### src/rtl/kiu_pkg.sv
// Constants shared by the keypad interrupt unit
package kiu_pkg;
    localparam int unsigned KEY_W         = 8;
    // Control write data field positions
    localparam int unsigned CTL_MODE_BIT  = 0;
    localparam int unsigned CTL_MASK_BIT  = 1;
    localparam int unsigned CTL_ACK_BIT   = 2;
    localparam int unsigned CTL_W         = 3;
    // Status readback field positions
    localparam int unsigned STS_MODE_BIT  = 0;
    localparam int unsigned STS_MASK_BIT  = 1;
    localparam int unsigned STS_ACK_BIT   = 2;
    localparam int unsigned STS_FLAG_BIT  = 3;
    localparam int unsigned STS_W         = 4;
    // Reset values
    localparam logic [KEY_W-1:0] RST_ENABLE = 8'h00;
    localparam logic [KEY_W-1:0] RST_SYNC   = 8'hff;
    localparam logic             RST_MODE   = 1'b0;
    localparam logic             RST_MASK   = 1'b0;
    localparam logic             RST_PREV   = 1'b1;
    localparam logic [STS_W-1:0] RST_STATUS = 4'h0;
endpackage

### src/rtl/kiu_sync.sv
// Two-stage synchroniser for the key pins
`timescale 1ns/1ps
module kiu_sync
    import kiu_pkg::*;
(
    // Clock and reset
    input  wire logic             mclk_i,
    input  wire logic             rst_i,
    // Raw and synchronised pins
    input  wire logic [KEY_W-1:0] async_i,
    output logic      [KEY_W-1:0] sync_o
);
    logic [KEY_W-1:0] meta_ff;
    logic [KEY_W-1:0] sync_ff;

    // One synchroniser per pin; idle level is high so reset shows no low
    genvar g;
    generate
        for (g = 0; g < KEY_W; g++)
        begin : g_bit
            always_ff @(posedge mclk_i)
            begin
                if (rst_i)
                begin
                    meta_ff[g] <= RST_SYNC[g];
                    sync_ff[g] <= RST_SYNC[g];
                end
                else
                begin
                    meta_ff[g] <= async_i[g];
                    sync_ff[g] <= meta_ff[g];
                end
            end
        end
    endgenerate

    assign sync_o = sync_ff;
endmodule

### src/rtl/kiu_ack.sv
// Acknowledge pulse source with break-state gating
`timescale 1ns/1ps
module kiu_ack
(
    // Acknowledge sources
    input  wire logic vector_fetch_i,
    input  wire logic soft_ack_i,
    // Break control
    input  wire logic break_state_i,
    input  wire logic break_clear_enable_i,
    // Internal acknowledge
    output logic      ack_pulse_o
);
    logic soft_ok;

    // Software clear is blocked in break unless clearing is enabled
    assign soft_ok     = soft_ack_i & (~break_state_i | break_clear_enable_i);
    assign ack_pulse_o = vector_fetch_i | soft_ok;
endmodule

### src/rtl/kiu_top.sv
// Keypad interrupt unit: eight key pins, one shared maskable request
// Functional notes
// - Each pin enabled separately; enabling forces its pullup on.
// - Latch sets when an enabled input falls after all were high.
// - Edge mode ignores a fall while another enabled pin is low.
// - Edge-and-level mode keeps request while any enabled pin is low.
// - Level mode clears only after pins high and acknowledge, any order.
// - Vector fetch makes an acknowledge pulse that clears the latch.
// - Writing 1 to acknowledge bit makes the same pulse.
// - A fall after an acknowledge latches a new request.
// - Unmasked latched request raises the CPU interrupt.
// - Reset clears request and sense bit even with a pin low.
// - Sense bit 0: edge only, acknowledge clears at once.
// - Pending flag follows request, independent of mask.
// - Enabled pin forced to input; reads still need direction 0.
// - Unit active in wait and stop; unmasked request wakes.
// - In break, software clears allowed only with break clear enable 1; vector fetch clears in break regardless.
// - Break clear enable 0: accesses in break keep status.
// - Bit held through break is cleared by the step after.
// - Mask bit read/write; 1 blocks interrupts, 0 allows.
// - Sense bit read/write; 1 edge and level, 0 edge only.
// - Eight enable bits read/write; 1 includes pin, 0 excludes.
`timescale 1ns/1ps
module kiu_top
    import kiu_pkg::*;
(
    // Clock and reset
    input  wire logic             mclk_i,
    input  wire logic             rst_i,
    // Key pins and port settings
    input  wire logic [KEY_W-1:0] key_inputs_i,
    input  wire logic [KEY_W-1:0] port_pullup_enable_i,
    input  wire logic [KEY_W-1:0] port_dir_i,
    // Enable register write
    input  wire logic             enable_wr_i,
    input  wire logic [KEY_W-1:0] enable_wdata_i,
    // Status and control register write
    input  wire logic             ctrl_wr_i,
    input  wire logic [CTL_W-1:0] ctrl_wdata_i,
    // CPU and system state
    input  wire logic             vector_fetch_i,
    input  wire logic             break_state_i,
    input  wire logic             break_clear_enable_i,
    // Register readback
    output logic      [KEY_W-1:0] pin_enable_register_o,
    output logic      [STS_W-1:0] key_status_control_register_o,
    // Pin control
    output logic      [KEY_W-1:0] pullup_on_o,
    output logic      [KEY_W-1:0] pin_drive_en_o,
    output logic      [KEY_W-1:0] pin_read_ok_o,
    // Interrupt and wake
    output logic                  key_irq_o,
    output logic                  key_pending_flag_o,
    output logic                  wake_o,
    output logic                  stop_wake_o
);
    logic [KEY_W-1:0] key_sync;
    logic [KEY_W-1:0] pin_irq_enable_ff;
    logic             trigger_sense_bit_ff;
    logic             key_irq_mask_bit_ff;
    logic             prev_low_ff;
    logic             latch_ff;
    logic             any_low;
    logic             fall_evt;
    logic             soft_ack;
    logic             ack_pulse;
    logic             nxt_latch;
    logic             request;
    logic [KEY_W-1:0] pullup_ff;
    logic [KEY_W-1:0] drive_ff;
    logic [KEY_W-1:0] read_ok_ff;
    logic [STS_W-1:0] status_ff;
    logic             irq_ff;
    logic             flag_ff;
    logic             wake_ff;
    logic             stop_wake_ff;

    kiu_sync u_sync (
        .mclk_i  (mclk_i),
        .rst_i   (rst_i),
        .async_i (key_inputs_i),
        .sync_o  (key_sync)
    );

    assign soft_ack = ctrl_wr_i & ctrl_wdata_i[CTL_ACK_BIT];

    // fetch and software write share one pulse
    // break gating sits in the pulse source
    kiu_ack u_ack (
        .vector_fetch_i       (vector_fetch_i),
        .soft_ack_i           (soft_ack),
        .break_state_i        (break_state_i),
        .break_clear_enable_i (break_clear_enable_i),
        .ack_pulse_o          (ack_pulse)
    );

    always_ff @(posedge mclk_i)
    begin
        if (rst_i)
            pin_irq_enable_ff <= RST_ENABLE;
        else if (enable_wr_i)
            pin_irq_enable_ff <= enable_wdata_i;
    end

    // sense bit; reset returns it to edge only
    always_ff @(posedge mclk_i)
    begin
        if (rst_i)
            trigger_sense_bit_ff <= RST_MODE;
        else if (ctrl_wr_i)
            trigger_sense_bit_ff <= ctrl_wdata_i[CTL_MODE_BIT];
    end

    always_ff @(posedge mclk_i)
    begin
        if (rst_i)
            key_irq_mask_bit_ff <= RST_MASK;
        else if (ctrl_wr_i)
            key_irq_mask_bit_ff <= ctrl_wdata_i[CTL_MASK_BIT];
    end

    // Any enabled pin low; disabled pins never count
    assign any_low  = |(~key_sync & pin_irq_enable_ff);
    // shared fall only after all enabled pins were high
    // a second pin falling while one is low gives no event
    assign fall_evt = any_low & ~prev_low_ff;

    // Previous low state; reset as low, yet a pin held low through reset gives an event once enabled
    always_ff @(posedge mclk_i)
    begin
        if (rst_i)
            prev_low_ff <= RST_PREV;
        else
            prev_low_ff <= any_low;
    end

    // Latch next state, set beats clear
    always_comb
    begin
        nxt_latch = latch_ff;
        // an acknowledge clears the latch at once in either mode
        // the low level is held outside the latch, see request
        if (ack_pulse)
            nxt_latch = 1'b0;
        // a fall in the acknowledge cycle still latches
        if (fall_evt)
            nxt_latch = 1'b1;
        // without clear enable a soft ack never arrives in break
        // the held bit clears on the acknowledge after break
    end

    // reset clears the request whatever the pins do
    always_ff @(posedge mclk_i)
    begin
        if (rst_i)
            latch_ff <= 1'b0;
        else
            latch_ff <= nxt_latch;
    end

    // level mode keeps the request while any enabled pin is low
    // so an ack while low is not lost; pins high then drop it
    assign request = latch_ff | (trigger_sense_bit_ff & any_low);

    always_ff @(posedge mclk_i)
    begin
        if (rst_i)
        begin
            irq_ff  <= 1'b0;
            flag_ff <= 1'b0;
            wake_ff <= 1'b0;
        end
        else
        begin
            irq_ff  <= request & ~key_irq_mask_bit_ff;
            flag_ff <= request;
            // wait-mode wake follows the unmasked request
            wake_ff <= request & ~key_irq_mask_bit_ff;
        end
    end

    // Stop-mode wake seen straight from the pins; flop holds it one cycle after the pins rise
    always_ff @(posedge mclk_i)
    begin
        if (rst_i)
            stop_wake_ff <= 1'b0;
        else
            stop_wake_ff <= |(~key_inputs_i & pin_irq_enable_ff);
    end

    // enable forces pullup; enable forces input
    always_ff @(posedge mclk_i)
    begin
        if (rst_i)
        begin
            pullup_ff  <= RST_ENABLE;
            drive_ff   <= RST_ENABLE;
            read_ok_ff <= RST_ENABLE;
        end
        else
        begin
            pullup_ff  <= pin_irq_enable_ff | port_pullup_enable_i;
            drive_ff   <= port_dir_i & ~pin_irq_enable_ff;
            read_ok_ff <= ~port_dir_i;
        end
    end

    always_ff @(posedge mclk_i)
    begin
        if (rst_i)
            status_ff <= RST_STATUS;
        else
        begin
            status_ff               <= RST_STATUS;
            status_ff[STS_MODE_BIT] <= trigger_sense_bit_ff;
            status_ff[STS_MASK_BIT] <= key_irq_mask_bit_ff;
            status_ff[STS_ACK_BIT]  <= 1'b0;
            status_ff[STS_FLAG_BIT] <= request;
        end
    end

    assign pin_enable_register_o         = pin_irq_enable_ff;
    assign key_status_control_register_o = status_ff;
    assign pullup_on_o                   = pullup_ff;
    assign pin_drive_en_o                = drive_ff;
    assign pin_read_ok_o                 = read_ok_ff;
    assign key_irq_o                     = irq_ff;
    assign key_pending_flag_o            = flag_ff;
    assign wake_o                        = wake_ff;
    // clockless wake term for stop mode, unmasked
    assign stop_wake_o = (|(~key_inputs_i & pin_irq_enable_ff) & ~key_irq_mask_bit_ff)
                         | (stop_wake_ff & ~key_irq_mask_bit_ff);

    // Checks
    a_fall_sets: assert property (@(posedge mclk_i) disable iff (rst_i)
        fall_evt |=> latch_ff)
        else $error("fall did not set latch");
    a_second_fall: assert property (@(posedge mclk_i) disable iff (rst_i)
        (!trigger_sense_bit_ff && prev_low_ff && !latch_ff) |=> !latch_ff)
        else $error("event while a pin was low");
    a_level_hold: assert property (@(posedge mclk_i) disable iff (rst_i)
        (trigger_sense_bit_ff && any_low) |=> key_pending_flag_o)
        else $error("level request dropped");
    a_edge_ack: assert property (@(posedge mclk_i) disable iff (rst_i)
        (!trigger_sense_bit_ff && vector_fetch_i && !fall_evt) |=> !latch_ff)
        else $error("edge ack failed to clear");
    a_soft_ack: assert property (@(posedge mclk_i) disable iff (rst_i)
        (soft_ack && !break_state_i && !trigger_sense_bit_ff && !fall_evt) |=> !latch_ff)
        else $error("soft ack failed");
    a_irq_mask: assert property (@(posedge mclk_i) disable iff (rst_i)
        key_irq_o |-> $past(request) && !$past(key_irq_mask_bit_ff))
        else $error("irq without unmasked request");
    a_flag_free: assert property (@(posedge mclk_i) disable iff (rst_i)
        latch_ff |=> key_pending_flag_o)
        else $error("flag missing");
    a_break_hold: assert property (@(posedge mclk_i) disable iff (rst_i)
        (break_state_i && !break_clear_enable_i && !vector_fetch_i && latch_ff)
        |=> latch_ff)
        else $error("status cleared in break");
    a_reset_clear: assert property (@(posedge mclk_i)
        rst_i |=> !latch_ff && !trigger_sense_bit_ff)
        else $error("reset left request");
    a_ack_zero: assert property (@(posedge mclk_i) disable iff (rst_i)
        !key_status_control_register_o[STS_ACK_BIT])
        else $error("ack bit read nonzero");
    a_pullup_on: assert property (@(posedge mclk_i) disable iff (rst_i)
        pin_irq_enable_ff[0] |=> pullup_on_o[0] && !pin_drive_en_o[0])
        else $error("pullup or input not forced");
    a_ack_clears: assert property (@(posedge mclk_i) disable iff (rst_i)
        (ack_pulse && !fall_evt) |=> !latch_ff)
        else $error("ack pulse left latch set");
    a_level_drop: assert property (@(posedge mclk_i) disable iff (rst_i)
        (!latch_ff && !any_low) |=> !key_pending_flag_o)
        else $error("request kept with pins high and acked");
    a_mask_block: assert property (@(posedge mclk_i) disable iff (rst_i)
        key_irq_mask_bit_ff |=> !key_irq_o)
        else $error("masked request raised irq");
    a_wake_copy: assert property (@(posedge mclk_i) disable iff (rst_i)
        wake_o == key_irq_o)
        else $error("wake differs from irq");
    a_read_dir: assert property (@(posedge mclk_i) disable iff (rst_i)
        port_dir_i[0] |=> !pin_read_ok_o[0])
        else $error("read allowed on output pin");
    a_stop_wake: assert property (@(posedge mclk_i) disable iff (rst_i)
        (!key_inputs_i[0] && pin_irq_enable_ff[0] && !key_irq_mask_bit_ff) |-> stop_wake_o)
        else $error("stop wake missing");
    a_enable_excl: assert property (@(posedge mclk_i) disable iff (rst_i)
        (pin_irq_enable_ff == '0) |-> !fall_evt)
        else $error("event with no pin enabled");
endmodule

### config.mk
export PLATFORM = sky130hd
export DESIGN_NAME = kiu_top
export DESIGN_NICKNAME = d
export VERILOG_FILES = /design/src/rtl/kiu_pkg.sv /design/src/rtl/kiu_sync.sv /design/src/rtl/kiu_ack.sv /design/src/rtl/kiu_top.sv
export SDC_FILE = /design/constraint.sdc
export NUM_CORES = 1
export LEC_CHECK = 0
export BUFFER_PORTS_ARGS = -buffer_cell sky130_fd_sc_hd__buf_2
export CORE_ASPECT_RATIO = 2
export CORE_MARGIN = 5
export CORE_UTILIZATION = 43
export CTS_CLUSTER_DIAMETER = 200
export DETAILED_ROUTE_END_ITERATION = 10
export GPL_ROUTABILITY_DRIVEN = 0
export HOLD_SLACK_MARGIN = 0.05
export PLACE_DENSITY = 0.74
export REMOVE_ABC_BUFFERS = 1
export SYNTH_ARGS = -nofsm -noshare
export SYNTH_HDL_FRONTEND = slang
export SYNTH_SLANG_ARGS = --single-unit
### constraint.sdc
create_clock -name mclk_i -period 2.9 [get_ports mclk_i]
set_input_delay 0.29 -clock mclk_i [delete_from_list [all_inputs] [get_ports mclk_i]]
set_output_delay 0.29 -clock mclk_i [all_outputs]
set_load 0.01 [all_outputs]
After elaboration in Yosys (flattened, before gate mapping)
Cells that the tools add are included.
{"block": "op_classes", "muxes": 2, "reduce_logical": 3, "n_bitwise": 22}
{"cell": "8-bit inverter", "n": 4}
{"cell": "8-bit AND", "n": 3}
{"cell": "8-bit OR reduction", "n": 2}
{"cell": "8-bit OR", "n": 1}
{"cell": "1-bit AND", "n": 7}
{"cell": "1-bit OR", "n": 4}
{"cell": "1-bit inverter", "n": 3}
{"cell": "1-bit 2-to-1 mux", "n": 2}
{"cell": "2-bit nonzero test", "n": 1}
{"block": "totals", "regBits": 59, "out_inout_bits": 40}

Longest topological paths before layout
{"block": "logic_depth", "ltp_word": 6, "ltp_mapped": 4}

Hierarchy
A second synthesis with hierarchy kept.
{"block": "unflattened", "hier_cells": 169, "hier_area_um2": 1808.0}
{"mod": "kiu_top", "instances": 1, "cells_each": 134, "area_each_um2": 1362.6}
{"mod": "kiu_sync", "instances": 1, "cells_each": 33, "area_each_um2": 431.7}
{"mod": "kiu_ack", "instances": 1, "cells_each": 2, "area_each_um2": 13.8}

Worst setup path before layout
OpenSTA, ideal clock, no wires.
{"block": "synth_path", "path_type": "flip-flop to output port", "startpoint": "register pin_irq_enable_ff[7], in the netlist pin_enable_register_o[7]", "endpoint": "output stop_wake_o", "setup_slack_ps": 1610, "arrival_time_ps": 1000, "path_stages_with_launch": 5, "n_path_buf": 0, "cell_sequence": "dfxtp_1 clkinv_1 o22ai_1 nor4_2 a21oi_1"}
{"block": "synth_via", "elab_chain_len": 4}
{"item": "from (decl)", "line": "kiu_top.sv:58", "rtl": "logic [KEY_W-1:0] pin_irq_enable_ff;"}
{"item": "from (signal assigned)", "line": "kiu_top.sv:102", "rtl": "pin_irq_enable_ff <= enable_wdata_i;"}
{"item": "8-bit AND", "line": "kiu_top.sv:231", "rtl": "assign stop_wake_o = (|(~key_inputs_i & pin_irq_enable_ff) & ~key_irq_mask_bit_ff)"}
{"item": "8-bit OR reduction", "line": "kiu_top.sv:231"}
{"item": "1-bit AND", "line": "kiu_top.sv:231"}
{"item": "1-bit OR", "line": "kiu_top.sv:232", "rtl": "| (stop_wake_ff & ~key_irq_mask_bit_ff);"}
{"item": "to (decl)", "line": "kiu_top.sv:55", "rtl": "output logic stop_wake_o"}
Every way passes these cells.

Final worst setup path
{"block": "layout_path", "startpoint": "register pin_irq_enable_ff[5], in the netlist pin_enable_register_o[5]", "endpoint": "output stop_wake_o"}
The elaborated chain is that of the path after synthesis.

==> impl_metrics.py <==
metrics = {
    "outcome": {
        "status": "complete, no violations",
    },
    "route": {
        "viasPerCell": 4.362,
        "drc": 0,
        "dr.pass1.iters": 4,
        "drtAntennaViolNets": 0,
        "routed_wl_microns": 3671,
        "dr.first_iter.drc_count": 13,
        "post_drt_wl_per_cell_microns": 11.96,
        "vias": 1339,
    },
    "critical_path": {
        "end_kind": "output port",
        "critical_path.max_fanout": 5,
        "critical_path.slowest_cell": "dfxtp_1",
        "path_cells": "inv_1 -> o22ai_1 -> nor4_2 -> a21oi_1 -> buf_2",
        "worstPathRequired_ps": 2610,
        "crit_family": "flip-flops",
        "startpoint_type": "flop",
        "setup.worst_path.class": "flop to output port",
        "max_stage_delay_ps": 340,
        "critPathBufInv": 2,
        "cp.arrival_ps": 1440,
    },
    "synthesis": {
        "synth_top_area_cell": "dfxtp_1",
        "ys_types": 25,
        "synthAdderAreaFrac": 0,
        "synth_area_per_cell_sq_um": 10.89,
        "yosys.area_share.simple": 0.1849,
        "synth.top_cell.area_share": 0.6200,
        "ys_warn_count": 0,
        "synth_xor_area_frac": 0,
        "synthCells": 169,
        "synth_flop_cell": "dfxtp_1",
        "synthMuxAreaShare": 0.05438,
        "synth_top_family_by_area": "simple AND/OR/NAND/NOR gates",
        "synth_async_sr_flop_share": 0,
        "ys_ff_latch": 57,
        "synth_seq_area_share": 0.6200,
        "synth_compound_area_frac": 0.08702,
        "synth_edf_count": 0,
        "synth_area_sq_um": 1841,
        "synth_area_leaders": "dfxtp_1 62%, nor2_1 7.1%, mux2i_1 5.4%",
    },
    "pwr": {
        "power.total_mw": 1.682,
        "peakVddDrop_uv": 398.6,
        "power_switching_share": 0.2255,
        "power_switching_uw": 379.4,
        "leakage_nw": 1.176,
        "p_clk_frac": 0.406,
        "intPower_mw": 1.303,
        "pwr-share-seq": 0.503,
        "comb_power_share": 0.091,
        "power_density_nw_per_um2": 688.2,
    },
    "clocking": {
        "post_cts_resized": 0,
        "clkTransAtPathRegs_ps": 60,
        "clockBufferDepth": 2,
        "cts-root-buf": "clkbuf_8",
        "clock_latency_ps": 320,
        "cts_tree": "done",
        "cts_buffers": 9,
        "cts.sinks": 57,
        "cts_max_level": 3,
        "holdBufCountCts": 0,
        "cts_setup_buffers": 0,
    },
    "sta": {
        "skew_ps": 4.323,
        "worst-slew-pin-transition_ps": 887.8,
        "period_share": 0.5962,
        "max_freq_mhz": 578.3,
        "final.setup.tns_ps": 0,
        "final_hold_viol_count": 0,
        "setup_violations": 0,
        "max_slew_margin": 0.4081,
        "fin_crit_ps": 1729,
        "rsz0062_at_grt": "false",
        "final_max_slew_viol_count": 0,
    },
    "floorplanning": {
        "dieHeight_microns": 102.5,
        "fp.dieW_microns": 56.26,
        "std_cell_rows": 33,
        "start_util": 0.4458,
        "dieArea_sq_um": 5768,
        "core_area_sq_um": 4129,
        "pin_count": 82,
    },
    "flow_run": {
        "cap_violations": 0,
    },
    "layout": {
        "final_nets": 292,
        "instances_no_fill": 307,
        "final_cell_mix": "80 x buf_2, 57 x dfxtp_1, 35 x nor2_1",
        "n_antenna_cell": 0,
        "area_delta_synth_final_pct": 32.83,
        "drive_gt1_frac": 0.4824,
        "layout_commonest_cell": "buf_2",
    },
    "global_routing": {
        "antenna_found_initial": 0,
        "grt.overflow.total": 0,
        "grt_usage": 0.1363,
        "grt_pass1_wl_microns": 5823,
        "grt_pass1_vias": 1339,
        "grt_max_degree": 59,
    },
    "placed_design": {
        "numPortBuffers": 80,
        "dp_hpwl_microns": 2780,
        "placed_cells": 291,
    },
    "worst_hold_path": {
        "holdCritPathClass": "input pin to flop",
    },
}
final timing paths:
check / from / to / slack, ps / cells after the start
hold reg to reg: u_sync.meta_ff[4] / u_sync.sync_o[4] / 410 / 1
setup / recovery: pin_enable_register_o[5] / stop_wake_o / 1170 / 5
setup reg to reg: pin_enable_register_o[6] / latch_ff / 1710 / 4
hold / removal: port_dir_i[0] / pin_read_ok_o[0] / 130 / 2
logic make-up after synthesis:
kind of cell    count (synthesis)
simple gates                   66
compound gates                 14
flops                          57
mux                            10
other cells                     1
buf+inv                        21
routing by layer:
metal | vias to the layer above | GRT usage | part of all wire
met2 | 41 | 0.2353 | 0.55
met5 | - | 0 | 0
met1 | 593 | 0.1267 | 0.36
met3 | 6 | 0.06266 | 0.068
li1 | 699 | - | -
met4 | 0 | 0.09324 | 0.023
per-stage QoR:
stage	setup slack, ps	instance area, sq um	utilization	hold slack (ps)
3_5_place_dp	1451	2252	0.5455	396.6
3_3_place_gp	1481	2252	0.5455	390.9
6_report	1171	2445	0.5921	126.7
2_1_floorplan	1610	1787	-	356.7
4_1_cts	1149	2445	0.5921	115.7
5_1_grt	1042	2445	0.5921	116.6
cell usage after synthesis (all sizes together), types with 2 or more instances:
master   n
a21oi    3
nor4     2
or2     16
buf      7
o22ai    8
dfxtp   57
nor2    35
mux2i   10
nor2b    2
inv     10
clkbuf   3
nor3b    8
power groups by stage:
stage | Clock, mW | Sequential [mW] | Combinational (mW)
floorplan | 0 | 0.878 | 0.0581
global placement | 0 | 0.863 | 0.154
detailed placement | 0 | 0.864 | 0.156
CTS | 0.698 | 0.848 | 0.156
global route | 0.738 | 0.852 | 0.172
finish | 0.683 | 0.847 | 0.153
flip-flops by register name, indices dropped and copies added, names as in the netlist, 2 cells and up:
signal / flops
pin_enable_register_o: 8
u_sync.sync_o: 8
u_sync.meta_ff: 8
key_status_control_register_o: 2
pin_drive_en_o: 8
pin_read_ok_o: 8
pullup_on_o: 8
worst register-to-register path: cells and delay by family (launching register included):
family          cells  cell delay, ps
simple gates        1             390
flops               1             350
compound gates      2             210
buf+inv             1              90
area by class of cell:
class	count	area (sq um)
sequential	57	1141
clock inverter	2	10.01
clock buffer	14	182.7
inverter	11	41.29
multi-input combinational	91	604.3
timing repair buffer	80	400.4
tap	52	65.06
fill	398	1684
Power figures use the tool's default switching activity.
